`config.mk`:
```
export PLATFORM = sky130hd
export DESIGN_NAME = umr_regs
export DESIGN_NICKNAME = d
export VERILOG_FILES = /design/src/rtl/umr_pkg.sv /design/src/rtl/umr_status_if.sv /design/src/rtl/umr_modem_watch.sv /design/src/rtl/umr_regs.sv
export SDC_FILE = /design/constraint.sdc
export NUM_CORES = 1
export LEC_CHECK = 0
export BUFFER_PORTS_ARGS = -buffer_cell sky130_fd_sc_hd__clkbuf_2
export CAP_MARGIN = 10
export CELL_PAD_IN_SITES_DETAIL_PLACEMENT = 1
export CELL_PAD_IN_SITES_GLOBAL_PLACEMENT = 1
export CORE_UTILIZATION = 37
export DETAILED_ROUTE_END_ITERATION = 16
export GPL_ROUTABILITY_DRIVEN = 0
export MAX_ROUTING_LAYER = met4
export PLACE_DENSITY = 0.65
export REMOVE_ABC_BUFFERS = 1
export SYNTH_ARGS = -nofsm -noshare
export SYNTH_HDL_FRONTEND = slang
export SYNTH_HIERARCHICAL = 1
export SYNTH_SLANG_ARGS = --single-unit
```
`constraint.sdc`:
```
create_clock -name clk -period 2.85 [get_ports clk]
set_clock_uncertainty 0.2 [all_clocks]
set_input_delay 0.285 -clock clk [delete_from_list [all_inputs] [get_ports clk]]
set_output_delay 0.285 -clock clk [all_outputs]
set_load 0.01 [all_outputs]
```
`src/rtl/umr_pkg.sv`:
```
package umr_pkg;

    // Register offsets on the three-bit host address
    localparam logic [2:0] ADDR_DIV_LO = 3'h0;
    localparam logic [2:0] ADDR_DIV_HI = 3'h1;
    localparam logic [2:0] ADDR_TX_FREE = 3'h4;
    localparam logic [2:0] ADDR_RX_FILL = 3'h5;
    localparam logic [2:0] ADDR_STATUS = 3'h6;
    localparam logic [2:0] ADDR_SCRATCH = 3'h7;

    // Bank select control fields
    localparam int BANK_LSB = 1;
    localparam int BANK_MSB = 2;
    localparam int CNT_EN_BIT = 0;

    // Modem output control bit positions
    localparam int MOC_DTR = 0;
    localparam int MOC_RTS = 1;
    localparam int MOC_AUX_ONE = 2;
    localparam int MOC_AUX_TWO = 3;
    localparam int MOC_LOOP = 4;

    // Positions within the four-bit modem line nibble
    localparam int LINE_CTS = 0;
    localparam int LINE_DSR = 1;
    localparam int LINE_RI = 2;
    localparam int LINE_CD = 3;

    // Reset values
    localparam logic [7:0] RST_BYTE = 8'h00;
    localparam logic [3:0] RST_LINES = 4'h0;
    localparam logic [3:0] RST_PINS = 4'hf;
    localparam int BUS_W = 14;
    localparam logic [BUS_W-1:0] RST_BUS = 14'h3800;

    typedef enum logic [1:0] {
        UMR_BANK_GENERAL = 2'b00,
        UMR_BANK_EXTRA_ONE = 2'b01,
        UMR_BANK_EXTRA_TWO = 2'b10,
        UMR_BANK_RSVD = 2'b11
    } umr_bank_t;

endpackage : umr_pkg

```
`src/rtl/umr_status_if.sv`:
```
`timescale 1ns/1ps
interface umr_status_if;
    logic [3:0] level;
    logic [3:0] delta;
    logic clear;

    modport watch (
        output level,
        output delta,
        input clear
    );
    modport regs (
        input level,
        input delta,
        output clear
    );
endinterface : umr_status_if

```
`src/rtl/umr_modem_watch.sv`:
```
`timescale 1ns/1ps
module umr_modem_watch (
    input wire logic clk,
    input wire logic rst_b,
    input wire logic cd_b,
    input wire logic ri_b,
    input wire logic dsr_b,
    input wire logic cts_b,
    input wire logic loopback,
    input wire logic [3:0] moc_bits,
    umr_status_if.watch st
);
    logic [3:0] pin_s1_reg, pin_s1_next;
    logic [3:0] pin_s2_reg, pin_s2_next;
    logic [3:0] level_reg, level_next;
    logic [3:0] delta_reg, delta_next;
    logic [3:0] eff;
    logic [3:0] loop_map;
    logic [3:0] set;

    // Two-stage synchroniser, then change detection on the effective level
    always_comb begin
        pin_s1_next = {cd_b, ri_b, dsr_b, cts_b};
        pin_s2_next = pin_s1_reg;
        loop_map[umr_pkg::LINE_CTS] = moc_bits[umr_pkg::MOC_RTS];
        loop_map[umr_pkg::LINE_DSR] = moc_bits[umr_pkg::MOC_DTR];
        loop_map[umr_pkg::LINE_RI] = moc_bits[umr_pkg::MOC_AUX_ONE];
        loop_map[umr_pkg::LINE_CD] = moc_bits[umr_pkg::MOC_AUX_TWO];
        eff = loopback ? loop_map : ~pin_s2_reg;
        set = eff ^ level_reg;
        // Ring flag only on pin low-to-high, i.e. status falling
        set[umr_pkg::LINE_RI] = level_reg[umr_pkg::LINE_RI]
            & ~eff[umr_pkg::LINE_RI];
        level_next = eff;
        // Set beats a coinciding clear so no edge is lost
        delta_next = set | (delta_reg & ~{4{st.clear}});
    end

    always_ff @(posedge clk or negedge rst_b) begin
        if (!rst_b) begin
            pin_s1_reg <= umr_pkg::RST_PINS;
            pin_s2_reg <= umr_pkg::RST_PINS;
            level_reg <= umr_pkg::RST_LINES;
            delta_reg <= umr_pkg::RST_LINES;
        end else begin
            pin_s1_reg <= pin_s1_next;
            pin_s2_reg <= pin_s2_next;
            level_reg <= level_next;
            delta_reg <= delta_next;
        end
    end

    assign st.level = level_reg;
    assign st.delta = delta_reg;
endmodule : umr_modem_watch

```
`src/rtl/umr_regs.sv`:
```
`timescale 1ns/1ps
// Operation
// Status read and bank select write share one address.
// Each low status flag except ring sets when its modem line changes.
// Reading status clears all change flags.
// Bit 7 is inverted carrier detect, or aux output two in loopback.
// Bit 6 is inverted ring indicator, or aux output one in loopback.
// Bit 5 is inverted DSR, or DTR control bit in loopback.
// Bit 4 is inverted CTS, or RTS control bit in loopback.
// Bits 3, 1, 0 flag any change of CD, DSR, CTS; reset zero.
// Ring flag sets only when ring pin rises from 0 to 1.
// Modem interrupt raised while any change flag is set.
// Bank select is write-only; upper five bits unused.
// Bank field picks general, extra one, extra two; 11 reserved.
// Counter enable bit makes level counters readable. Code also keeps them unreadable while dlab is set.
// Bank field overrides counter enable; counters only in general bank.
// Scratch byte stores and returns host data, nothing else.
// Baud divisor is sixteen bits from high and low bytes.
// Transmit counter reads free transmit FIFO entries, read-only.
// Receive counter reads characters held in receive FIFO, read-only.
// Change coinciding with status read keeps its flag set.
// Modem inputs synchronised before change detection.
module umr_regs (
    input wire logic clk,
    input wire logic rst_b,
    input wire logic cs_b,
    input wire logic rd_b,
    input wire logic wr_b,
    input wire logic [2:0] addr,
    input wire logic [7:0] data_in,
    input wire logic cd_b,
    input wire logic ri_b,
    input wire logic dsr_b,
    input wire logic cts_b,
    input wire logic [4:0] modem_output_control,
    input wire logic dlab,
    input wire logic [7:0] tx_free_space_count,
    input wire logic [7:0] rx_fill_count,
    output logic [7:0] data_out,
    output logic data_oe,
    output logic modem_irq,
    output logic [1:0] bank_sel,
    output logic [15:0] baud_divisor
);
    umr_status_if st ();

    logic [umr_pkg::BUS_W-1:0] bus_s1_reg, bus_s1_next;
    logic [umr_pkg::BUS_W-1:0] bus_s2_reg, bus_s2_next;
    logic rd_prev_reg, rd_prev_next;
    logic wr_prev_reg, wr_prev_next;
    logic s_cs_b, s_rd_b, s_wr_b;
    logic [2:0] s_addr;
    logic [7:0] s_data;
    logic rd_act, wr_act, rd_start, wr_start;

    umr_pkg::umr_bank_t bank_reg, bank_next;
    logic cnt_en_reg, cnt_en_next;
    logic [7:0] scratch_byte_reg, scratch_byte_next;
    logic [7:0] baud_divisor_low_reg, baud_divisor_low_next;
    logic [7:0] baud_divisor_high_reg, baud_divisor_high_next;
    logic [15:0] baud_divisor_reg, baud_divisor_next;
    logic [7:0] data_out_reg, data_out_next;
    logic data_oe_reg, data_oe_next;
    logic modem_irq_reg, modem_irq_next;
    logic [7:0] rd_mux;
    logic rd_hit;
    logic [7:0] modem_input_status;

    // General bank gates the ordinary registers
    function automatic logic gen_open(input umr_pkg::umr_bank_t b);
        gen_open = (b == umr_pkg::UMR_BANK_GENERAL);
    endfunction : gen_open

    // Level counters need the general bank first, then the enable bit, then dlab clear
    function automatic logic cnt_open(input umr_pkg::umr_bank_t b,
                                      input logic en, input logic dl);
        cnt_open = gen_open(b) && en && !dl;
    endfunction : cnt_open

    umr_modem_watch u_watch (
        .clk(clk),
        .rst_b(rst_b),
        .cd_b(cd_b),
        .ri_b(ri_b),
        .dsr_b(dsr_b),
        .cts_b(cts_b),
        .loopback(modem_output_control[umr_pkg::MOC_LOOP]),
        .moc_bits(modem_output_control[3:0]),
        .st(st.watch)
    );

    // Host pins cross in through two flops; strobes and fields together
    always_comb begin
        bus_s1_next = {cs_b, rd_b, wr_b, addr, data_in};
        bus_s2_next = bus_s1_reg;
        {s_cs_b, s_rd_b, s_wr_b, s_addr, s_data} = bus_s2_reg;
        rd_act = !s_cs_b && !s_rd_b;
        wr_act = !s_cs_b && !s_wr_b;
        rd_start = rd_act && !rd_prev_reg;
        wr_start = wr_act && !wr_prev_reg;
        rd_prev_next = rd_act;
        wr_prev_next = wr_act;
    end

    always_ff @(posedge clk or negedge rst_b) begin
        if (!rst_b) begin
            bus_s1_reg <= umr_pkg::RST_BUS;
            bus_s2_reg <= umr_pkg::RST_BUS;
            rd_prev_reg <= 1'b0;
            wr_prev_reg <= 1'b0;
        end else begin
            bus_s1_reg <= bus_s1_next;
            bus_s2_reg <= bus_s2_next;
            rd_prev_reg <= rd_prev_next;
            wr_prev_reg <= wr_prev_next;
        end
    end

    // Read decode; unmapped or gated addresses leave the bus undriven
    always_comb begin
        modem_input_status = {st.level, st.delta};
        rd_mux = umr_pkg::RST_BYTE;
        rd_hit = 1'b0;
        unique case (s_addr)
            umr_pkg::ADDR_STATUS: begin
                rd_mux = modem_input_status;
                rd_hit = 1'b1;
            end
            umr_pkg::ADDR_DIV_LO: begin
                rd_mux = baud_divisor_low_reg;
                rd_hit = gen_open(bank_reg) && dlab;
            end
            umr_pkg::ADDR_DIV_HI: begin
                rd_mux = baud_divisor_high_reg;
                rd_hit = gen_open(bank_reg) && dlab;
            end
            umr_pkg::ADDR_SCRATCH: begin
                rd_mux = scratch_byte_reg;
                rd_hit = gen_open(bank_reg);
            end
            umr_pkg::ADDR_TX_FREE: begin
                rd_mux = tx_free_space_count;
                rd_hit = cnt_open(bank_reg, cnt_en_reg, dlab);
            end
            umr_pkg::ADDR_RX_FILL: begin
                rd_mux = rx_fill_count;
                rd_hit = cnt_open(bank_reg, cnt_en_reg, dlab);
            end
            default: begin
                rd_mux = umr_pkg::RST_BYTE;
                rd_hit = 1'b0;
            end
        endcase
    end

    // Clear pulse shares the edge that latches the status byte
    assign st.clear = rd_start && (s_addr == umr_pkg::ADDR_STATUS);

    // Read data held steady for the whole strobe
    always_comb begin
        data_out_next = data_out_reg;
        data_oe_next = data_oe_reg && rd_act;
        if (rd_start) begin
            data_out_next = rd_mux;
            data_oe_next = rd_hit;
        end
        modem_irq_next = |st.delta;
    end

    // Writes; the status address writes bank select only
    always_comb begin
        bank_next = bank_reg;
        cnt_en_next = cnt_en_reg;
        scratch_byte_next = scratch_byte_reg;
        baud_divisor_low_next = baud_divisor_low_reg;
        baud_divisor_high_next = baud_divisor_high_reg;
        if (wr_start) begin
            unique case (s_addr)
                umr_pkg::ADDR_STATUS: begin
                    // Upper bits dropped; nothing reads them back
                    bank_next = umr_pkg::umr_bank_t'(
                        s_data[umr_pkg::BANK_MSB:umr_pkg::BANK_LSB]);
                    cnt_en_next = s_data[umr_pkg::CNT_EN_BIT];
                end
                umr_pkg::ADDR_DIV_LO: begin
                    if (gen_open(bank_reg) && dlab) begin
                        baud_divisor_low_next = s_data;
                    end
                end
                umr_pkg::ADDR_DIV_HI: begin
                    if (gen_open(bank_reg) && dlab) begin
                        baud_divisor_high_next = s_data;
                    end
                end
                umr_pkg::ADDR_SCRATCH: begin
                    if (gen_open(bank_reg)) begin
                        scratch_byte_next = s_data;
                    end
                end
                default: begin
                    bank_next = bank_reg;
                end
            endcase
        end
        baud_divisor_next = {baud_divisor_high_reg,
            baud_divisor_low_reg};
    end

    always_ff @(posedge clk or negedge rst_b) begin
        if (!rst_b) begin
            bank_reg <= umr_pkg::UMR_BANK_GENERAL;
            cnt_en_reg <= 1'b0;
            scratch_byte_reg <= umr_pkg::RST_BYTE;
            baud_divisor_low_reg <= umr_pkg::RST_BYTE;
            baud_divisor_high_reg <= umr_pkg::RST_BYTE;
            baud_divisor_reg <= {umr_pkg::RST_BYTE, umr_pkg::RST_BYTE};
            data_out_reg <= umr_pkg::RST_BYTE;
            data_oe_reg <= 1'b0;
            modem_irq_reg <= 1'b0;
        end else begin
            bank_reg <= bank_next;
            cnt_en_reg <= cnt_en_next;
            scratch_byte_reg <= scratch_byte_next;
            baud_divisor_low_reg <= baud_divisor_low_next;
            baud_divisor_high_reg <= baud_divisor_high_next;
            baud_divisor_reg <= baud_divisor_next;
            data_out_reg <= data_out_next;
            data_oe_reg <= data_oe_next;
            modem_irq_reg <= modem_irq_next;
        end
    end

    assign data_out = data_out_reg;
    assign data_oe = data_oe_reg;
    assign modem_irq = modem_irq_reg;
    assign bank_sel = bank_reg;
    assign baud_divisor = baud_divisor_reg;
endmodule : umr_regs

```
==> results.py, run 1 <==
metrics = {
    "pwr": {
        "p_int_w": 0.00229,
        "power_switching_w": 0.000780,
        "seqPwrFrac_pct": 54.9,
        "p_per_area_mw_per_mm2": 667,
        "swShare_pct": 25.4,
        "pwr-share-clk_pct": 32.1,
        "peakVddDrop_mv": 0.342,
        "power.leakage_nw": 2.13,
        "combPwrFrac_pct": 13.0,
    },
    "synthesis": {
        "synth_fa_ha_area_share_pct": 0,
        "yosysTopAreaCell": "dfrtp_1",
        "synth-simple-area-share_pct": 8.27,
        "synth-compound-area-share_pct": 7.55,
        "postSynth.asyncResetShare_pct": 100,
        "ys_top_cells_by_area": "dfrtp_1 58%, dfstp_2 10%, mux2_2 8.7%",
        "synth_area_mm2": 0.00364,
        "syn_inst": 255,
        "synth_xor_area_share_pct": 0,
        "ys_warn_count": 6,
        "syn_area_per_cell_um2": 14.3,
        "synth_enable_flop_cells": 0,
        "synth_mux_area_share_pct": 14.0,
        "synth_top_family_by_area": "multiplexers",
        "synth_top_cell_area_share_pct": 58.4,
        "ys.flop_type": "dfrtp_1",
        "ys_types": 38,
        "yosysSeqAreaShare_pct": 68.5,
        "synth_seq_cells": 99,
    },
    "global_routing": {
        "grt_pass1_vias": 2445,
        "overflow": 0,
        "antenna_found_initial": 0,
        "grt_pass1_wl_um": 12900,
        "grt_max_degree": 51,
        "grtUsageTotal_pct": 17.7,
    },
    "floorplanning": {
        "rows": 35,
        "die_h_um": 101,
        "chipWidth_um": 101,
        "pin_count": 70,
        "dieArea_mm2": 0.0103,
        "initial_core_util_pct": 38.9,
        "coreArea_mm2": 0.00937,
    },
    "route": {
        "vias": 2370,
        "avgViaCountPerCell": 4.85,
        "drt-initial-drc-count": 60,
        "postRouteAntennaNets": 0,
        "drc_errors": 0,
        "wire_per_inst_um": 16.7,
        "dr.pass1.iters": 4,
        "wl_um": 8140,
    },
    "clocking": {
        "ctsResizeCount": 0,
        "clk_path_buf_depth": 2,
        "clock-root-buffer": "clkbuf_8",
        "path_clk_slew_ns": 0.10,
        "cts_tree": "done",
        "cts_buffers": 9,
        "ctsHoldBuffers": 22,
        "worstSkewPairLatency_ns": 0.36,
        "post_cts_buffers": 0,
        "cts_htree_levels": 3,
        "cts.sinks": 99,
    },
    "worst_hold_path": {
        "hold_start": "modem_output_control[4]",
        "min_path_type": "in2reg",
    },
    "critical_path": {
        "worst-path-max-fanout": 20,
        "startpoint_type": "flop",
        "path_class": "reg2reg",
        "r2r_end": "data_out[4]",
        "r2r_slack_ns": 0.70,
        "cp.required_ns": 2.92,
        "startpoint": "bus_s2_reg[8]",
        "r2r_cells": 5,
        "worstSetupEndpoint": "data_out[4]",
        "reg2reg_from": "bus_s2_reg[8]",
        "arrival_ns": 2.22,
        "cp-end-kind": "flop",
    },
    "place": {
        "port_buffers": 69,
        "place_area_mm2": 0.00416,
        "dp_hpwl_um": 5440,
    },
    "layout": {
        "fillers": 1000,
        "nNetsFinal": 397,
        "largest_register_ffs": 16,
        "antenna_cells": 0,
        "stdcell_area_mm2": 0.00460,
        "syn_to_final_growth_pct": 26.1,
        "drive_gt1_share_pct": 40.0,
    },
    "sta": {
        "finalHoldViolations": 0,
        "fin_crit_ns": 2.15,
        "rsz0062_at_grt": "false",
        "finalSetupViolCount": 0,
        "setup-tns-final_ns": 0,
        "min_period_over_period_pct": 75.4,
        "slew_headroom_pct": 47.7,
        "drv_slew": 0,
        "worst_pin_slew_ns": 0.785,
        "fmax_ghz": 0.465,
    },
    "run": {
        "drv_cap": 0,
    },
    "status": {
        "outcome": "completed",
    },
}
-- cell usage after synthesis, types with 2 or more instances --
master    count
mux2_2       28
o21ai_2       3
dfstp_2      14
nor2b_1       6
nand3b_1      7
dfrtp_1      85
buf_4         3
nand3_1       3
o21ai_0      11
a21oi_1      17
buf_2         2
mux2i_1      18
clkbuf_1      4
inv_1         3
nor2_1       15
nor3_2        3
nor3_1        2
a211oi_1      5
nand2_1       7
-- kinds of logic (layout without fill, tap and decap cells) --
family,after synthesis,after routing
buffers and inverters,13,118
AOI/OAI and AO/OA,45,45
muxes,47,47
and+or+nand+nor,51,51
DFF,99,99
-- metal layers --
metal | routed length [um] | vias up | global-route usage, %
met4 | 112 | 0 | 5.46
met2 | 3970 | 58 | 27.1
met3 | 319 | 10 | 4.62
met5 | 0 | - | -
met1 | 3740 | 1200 | 23.2
li1 | - | 1102 | -
-- per-stage QoR --
stage	std cells	hold WS (ns)	util, %	setup WS, ns	power (W)
after global placement	451	0.132	44.4	0.799	0.00208
after global routing	489	0.0480	49.1	0.560	0.00321
after floorplan	246	-0.211	-	0.729	0.00189
after CTS	489	0.0389	49.1	0.676	0.00311
final	489	0.0542	49.1	0.700	0.00307
after detailed placement	451	0.139	44.4	0.727	0.00209
-- how the worst min path moves through the flow --
stage               slack (ns)  cells after the start                   to
finish                    0.05                      2  u_watch/st.level[0]
global route              0.05                      3  u_watch/st.level[2]
CTS                       0.04                      3  u_watch/st.level[2]
detailed placement        0.14                      0        bus_s2_reg[2]
global placement          0.13                      0        bus_s2_reg[7]
floorplan                -0.21                      0          bank_sel[0]
-- critical path: stages, from the launching register on --
cell,delay (ns)
dfrtp_1,0.86
buf_4,0.37
mux2i_1,0.10
a211oi_1,0.24
a21oi_1,0.08
a21oi_1,0.19
-- power by group through the flow --
stage	Clock, W	Combinational (W)	Sequential (W)
after global placement	0	0.000368	0.00171
after detailed placement	0	0.000379	0.00171
final	0.000985	0.000399	0.00168
after CTS	0.00101	0.000407	0.00169
after global routing	0.00106	0.000440	0.00171
after floorplan	0	0.000168	0.00172
-- cells in the final DEF (no fill, tap or decap), types with 8 or more instances in the layout --
cell           Yosys  routed
dlygate4sd3_1      0      22
buf_4              3       8
mux2_2            28      28
nor2_1            15      15
a21oi_1           17      17
clkbuf_8           0       9
o21ai_0           11      11
clkbuf_2           0      68
dfstp_2           14      14
mux2i_1           18      18
dfrtp_1           85      85
-- final cells by class --
class / count / area (um^2) / area share [%]
Sequential cell: 99 / 2490 / 54.3
Inverter: 4 / 15.0 / 0.327
Clock buffer: 11 / 131 / 2.86
Clock inverter: 5 / 86.3 / 1.88
Multi-Input combinational cell: 143 / 1090 / 23.7
Timing Repair Buffer: 98 / 621 / 13.5
Tap cell: 129 / 161 / 3.51
(Power assumes the default switching activity.)
==> run 2, diff against run 1 <==
--- a/config.mk
+++ b/config.mk
@@ -5,6 +5,7 @@
 export SDC_FILE = /design/constraint.sdc
 export NUM_CORES = 1
 export LEC_CHECK = 0
+export ABC_AREA = 1
 export BUFFER_PORTS_ARGS = -buffer_cell sky130_fd_sc_hd__clkbuf_2
 export CAP_MARGIN = 10
 export CELL_PAD_IN_SITES_DETAIL_PLACEMENT = 1
@@ -13,7 +14,7 @@
 export DETAILED_ROUTE_END_ITERATION = 16
 export GPL_ROUTABILITY_DRIVEN = 0
 export MAX_ROUTING_LAYER = met4
-export PLACE_DENSITY = 0.65
+export PLACE_DENSITY = 0.68
 export REMOVE_ABC_BUFFERS = 1
 export SYNTH_ARGS = -nofsm -noshare
 export SYNTH_HDL_FRONTEND = slang
==> constraint.sdc (replaced) <==
create_clock -name clk -period 2.2 [get_ports clk]
set_clock_uncertainty 0.2 [all_clocks]
set_input_delay 0.22 -clock clk [delete_from_list [all_inputs] [get_ports clk]]
set_output_delay 0.22 -clock clk [all_outputs]
set_load 0.01 [all_outputs]
==> results.py, run 2 <==
metrics = {
    "status": {
        "outcome": "completed",
    },
    "clocking": {
        "cts.sinks": 99,
        "cts_tree": "done",
        "cts_buffers": 9,
        "worstSkewPairLatency_ns": 0.37,
        "clk_path_buf_depth": 2,
        "clock-root-buffer": "clkbuf_8",
        "ctsResizeCount": 0,
        "path_clk_slew_ns": 0.10,
        "cts_htree_levels": 3,
    },
    "floorplanning": {
        "initial_core_util_pct": 38.1,
        "dieArea_mm2": 0.0105,
        "pin_count": 70,
        "coreArea_mm2": 0.00977,
        "chipWidth_um": 102,
        "die_h_um": 102,
        "rows": 36,
    },
    "layout": {
        "antenna_cells": 0,
        "drive_gt1_share_pct": 27.2,
        "nNetsFinal": 496,
        "syn_to_final_growth_pct": 25.5,
        "multiInputGateArea_um2": 995,
        "final_common_cell": "dfrtp_1",
        "seq_area_mm2": 0.00249,
        "layout_common_cells": "85 x dfrtp_1, 70 x nand2_1, 68 x clkbuf_2, 39 x inv_1, 33 x nor2_1",
        "stdcell_area_mm2": 0.00467,
        "final_cell_count_no_fill": 592,
        "fillers": 1125,
        "largest_register_ffs": 16,
    },
    "sta": {
        "finalSetupViolCount": 0,
        "min_period_over_period_pct": 87.8,
        "slew_headroom_pct": 66.7,
        "drv_slew": 0,
        "fmax_ghz": 0.518,
        "worst_pin_slew_ns": 0.498,
        "setup-tns-final_ns": 0,
        "rsz0062_at_grt": "false",
        "finalHoldViolations": 0,
        "fin_crit_ns": 1.93,
    },
    "global_routing": {
        "grtUsageTotal_pct": 21.0,
        "overflow": 0,
        "grt_pass1_vias": 2971,
        "grt_pass1_wl_um": 15500,
        "antenna_found_initial": 0,
        "grt_max_degree": 59,
    },
    "synthesis": {
        "synth_top_cell_area_share_pct": 57.1,
        "ys_warn_count": 6,
        "ys_types": 23,
        "yosysTopAreaCell": "dfrtp_1",
        "synth_area_mm2": 0.00372,
        "ys_top_cells_by_area": "dfrtp_1 57%, dfstp_2 9.9%, nand2_1 7.1%",
        "synth_enable_flop_cells": 0,
        "synth_common_cells": "85 x dfrtp_1, 70 x nand2_1, 39 x inv_1, 33 x nor2_1, 28 x nand3_1",
        "ys.flop_type": "dfrtp_1",
        "syn_inst": 355,
        "yosysSeqAreaShare_pct": 67.0,
        "yosysMostFrequentCell": "dfrtp_1",
        "syn_area_per_cell_um2": 10.5,
        "postSynth.asyncResetShare_pct": 100,
        "synth_seq_cells": 99,
    },
    "place": {
        "dp_hpwl_um": 6500,
        "place_area_mm2": 0.00422,
        "port_buffers": 69,
        "place_inst": 553,
    },
    "critical_path": {
        "worst-path-max-fanout": 12,
        "cp-end-kind": "flop",
        "arrival_ns": 2.03,
        "startpoint_type": "flop",
        "cp.required_ns": 2.30,
        "path_class": "reg2reg",
    },
    "route": {
        "avgViaCountPerCell": 4.70,
        "dr.pass1.iters": 4,
        "drt-initial-drc-count": 103,
        "met1_length_um": 4300,
        "wl_met3_um": 321,
        "wire_per_inst_um": 15.9,
        "dr_wl_met2_um": 4530,
        "dr.max_layer_used": "met4",
        "postRouteAntennaNets": 0,
        "drc_errors": 0,
        "wl_um": 9410,
        "vias": 2780,
    },
    "pwr": {
        "swShare_pct": 26.7,
        "pwr-share-clk_pct": 32.9,
        "seqPwrFrac_pct": 54.2,
        "power.leakage_nw": 2.35,
        "p_per_area_mw_per_mm2": 853,
        "p_int_w": 0.00292,
        "power_switching_w": 0.00106,
        "peakVddDrop_mv": 0.421,
        "finalPower_w": 0.00399,
        "combPwrFrac_pct": 12.9,
    },
    "run": {
        "drv_cap": 0,
    },
    "worst_hold_path": {
        "min_path_type": "in2async",
    },
}
-- run 2: cell types whose count changed after synthesis, sizes merged, moves of 9 or more --
cell,change
mux2,-29
mux2i,-18
nor2,+20
a21oi,-9
inv,+38
nand3,+27
nand2,+63
nand4,+10
o21ai,+29
-- run 2: cells by family after synthesis --
family / synth area share [%]
compound gates: 7.66
flops: 67.0
buf+inv: 6.31
simple gates: 19.0
-- run 2: worst paths after layout --
kind	start	end	slack [ns]	cells past startpoint
max	bus_s2_reg[8]	data_out[7]	0.27	5
min	rst_b	baud_divisor_low_reg[7]	0.03	2
max reg2reg	bus_s2_reg[8]	data_out[7]	0.27	5
min reg2reg	bus_s1_reg[0]	bus_s2_reg[0]	0.15	0
max in group asynchronous	rst_b	u_watch/pin_s2_reg[1]	1.11	3
min in group clk	modem_output_control[4]	u_watch/st.level[2]	0.03	3
-- run 2: per-stage QoR --
stage / hold WS (ns) / setup slack (ns) / utilization, %
floorplan: -0.276 / 0.382 / -
global placement: -0.122 / 0.379 / 43.2
detailed placement: -0.125 / 0.284 / 43.2
CTS: 0.0165 / 0.253 / 47.8
global route: 0.0394 / 0.138 / 47.8
finish: 0.0261 / 0.269 / 47.8
-- run 2: area by class of cell --
type	instances	area share, %
well taps	133	3.56
repair buffers	98	13.6
clock buffers	10	2.94
multi-input cells	204	21.3
clock inverters	6	1.87
flip-flops and latches	99	53.4
inverters	42	3.37
-- run 2: power groups by stage --
stage	sequential, W	clock (W)	combinational, W
after floorplan	0.00220	0	0.000213
after global placement	0.00219	0	0.000476
after detailed placement	0.00220	0	0.000491
after CTS	0.00217	0.00135	0.000528
after global routing	0.00219	0.00141	0.000590
final	0.00216	0.00131	0.000516
-- run 2: worst max-delay path, stage by stage, from the launching register on --
cell and delay [ns]:
dfrtp_1 0.57, inv_1 0.14, nand3_1 0.35, o21ai_0 0.35, nor2_1 0.07, a21oi_1 0.17
-- run 2: per-layer routing --
layer	global-route usage (%)	vias up
met5	-	-
met3	3.21	20
met2	31.8	59
li1	-	1338
met1	27.9	1363
met4	9.67	0
-- run 2: repair_timing --
action                                 CTS  global route
hold buffers                            23             0
endpoints found under the hold margin  111             0
buffers inserted                         0             0
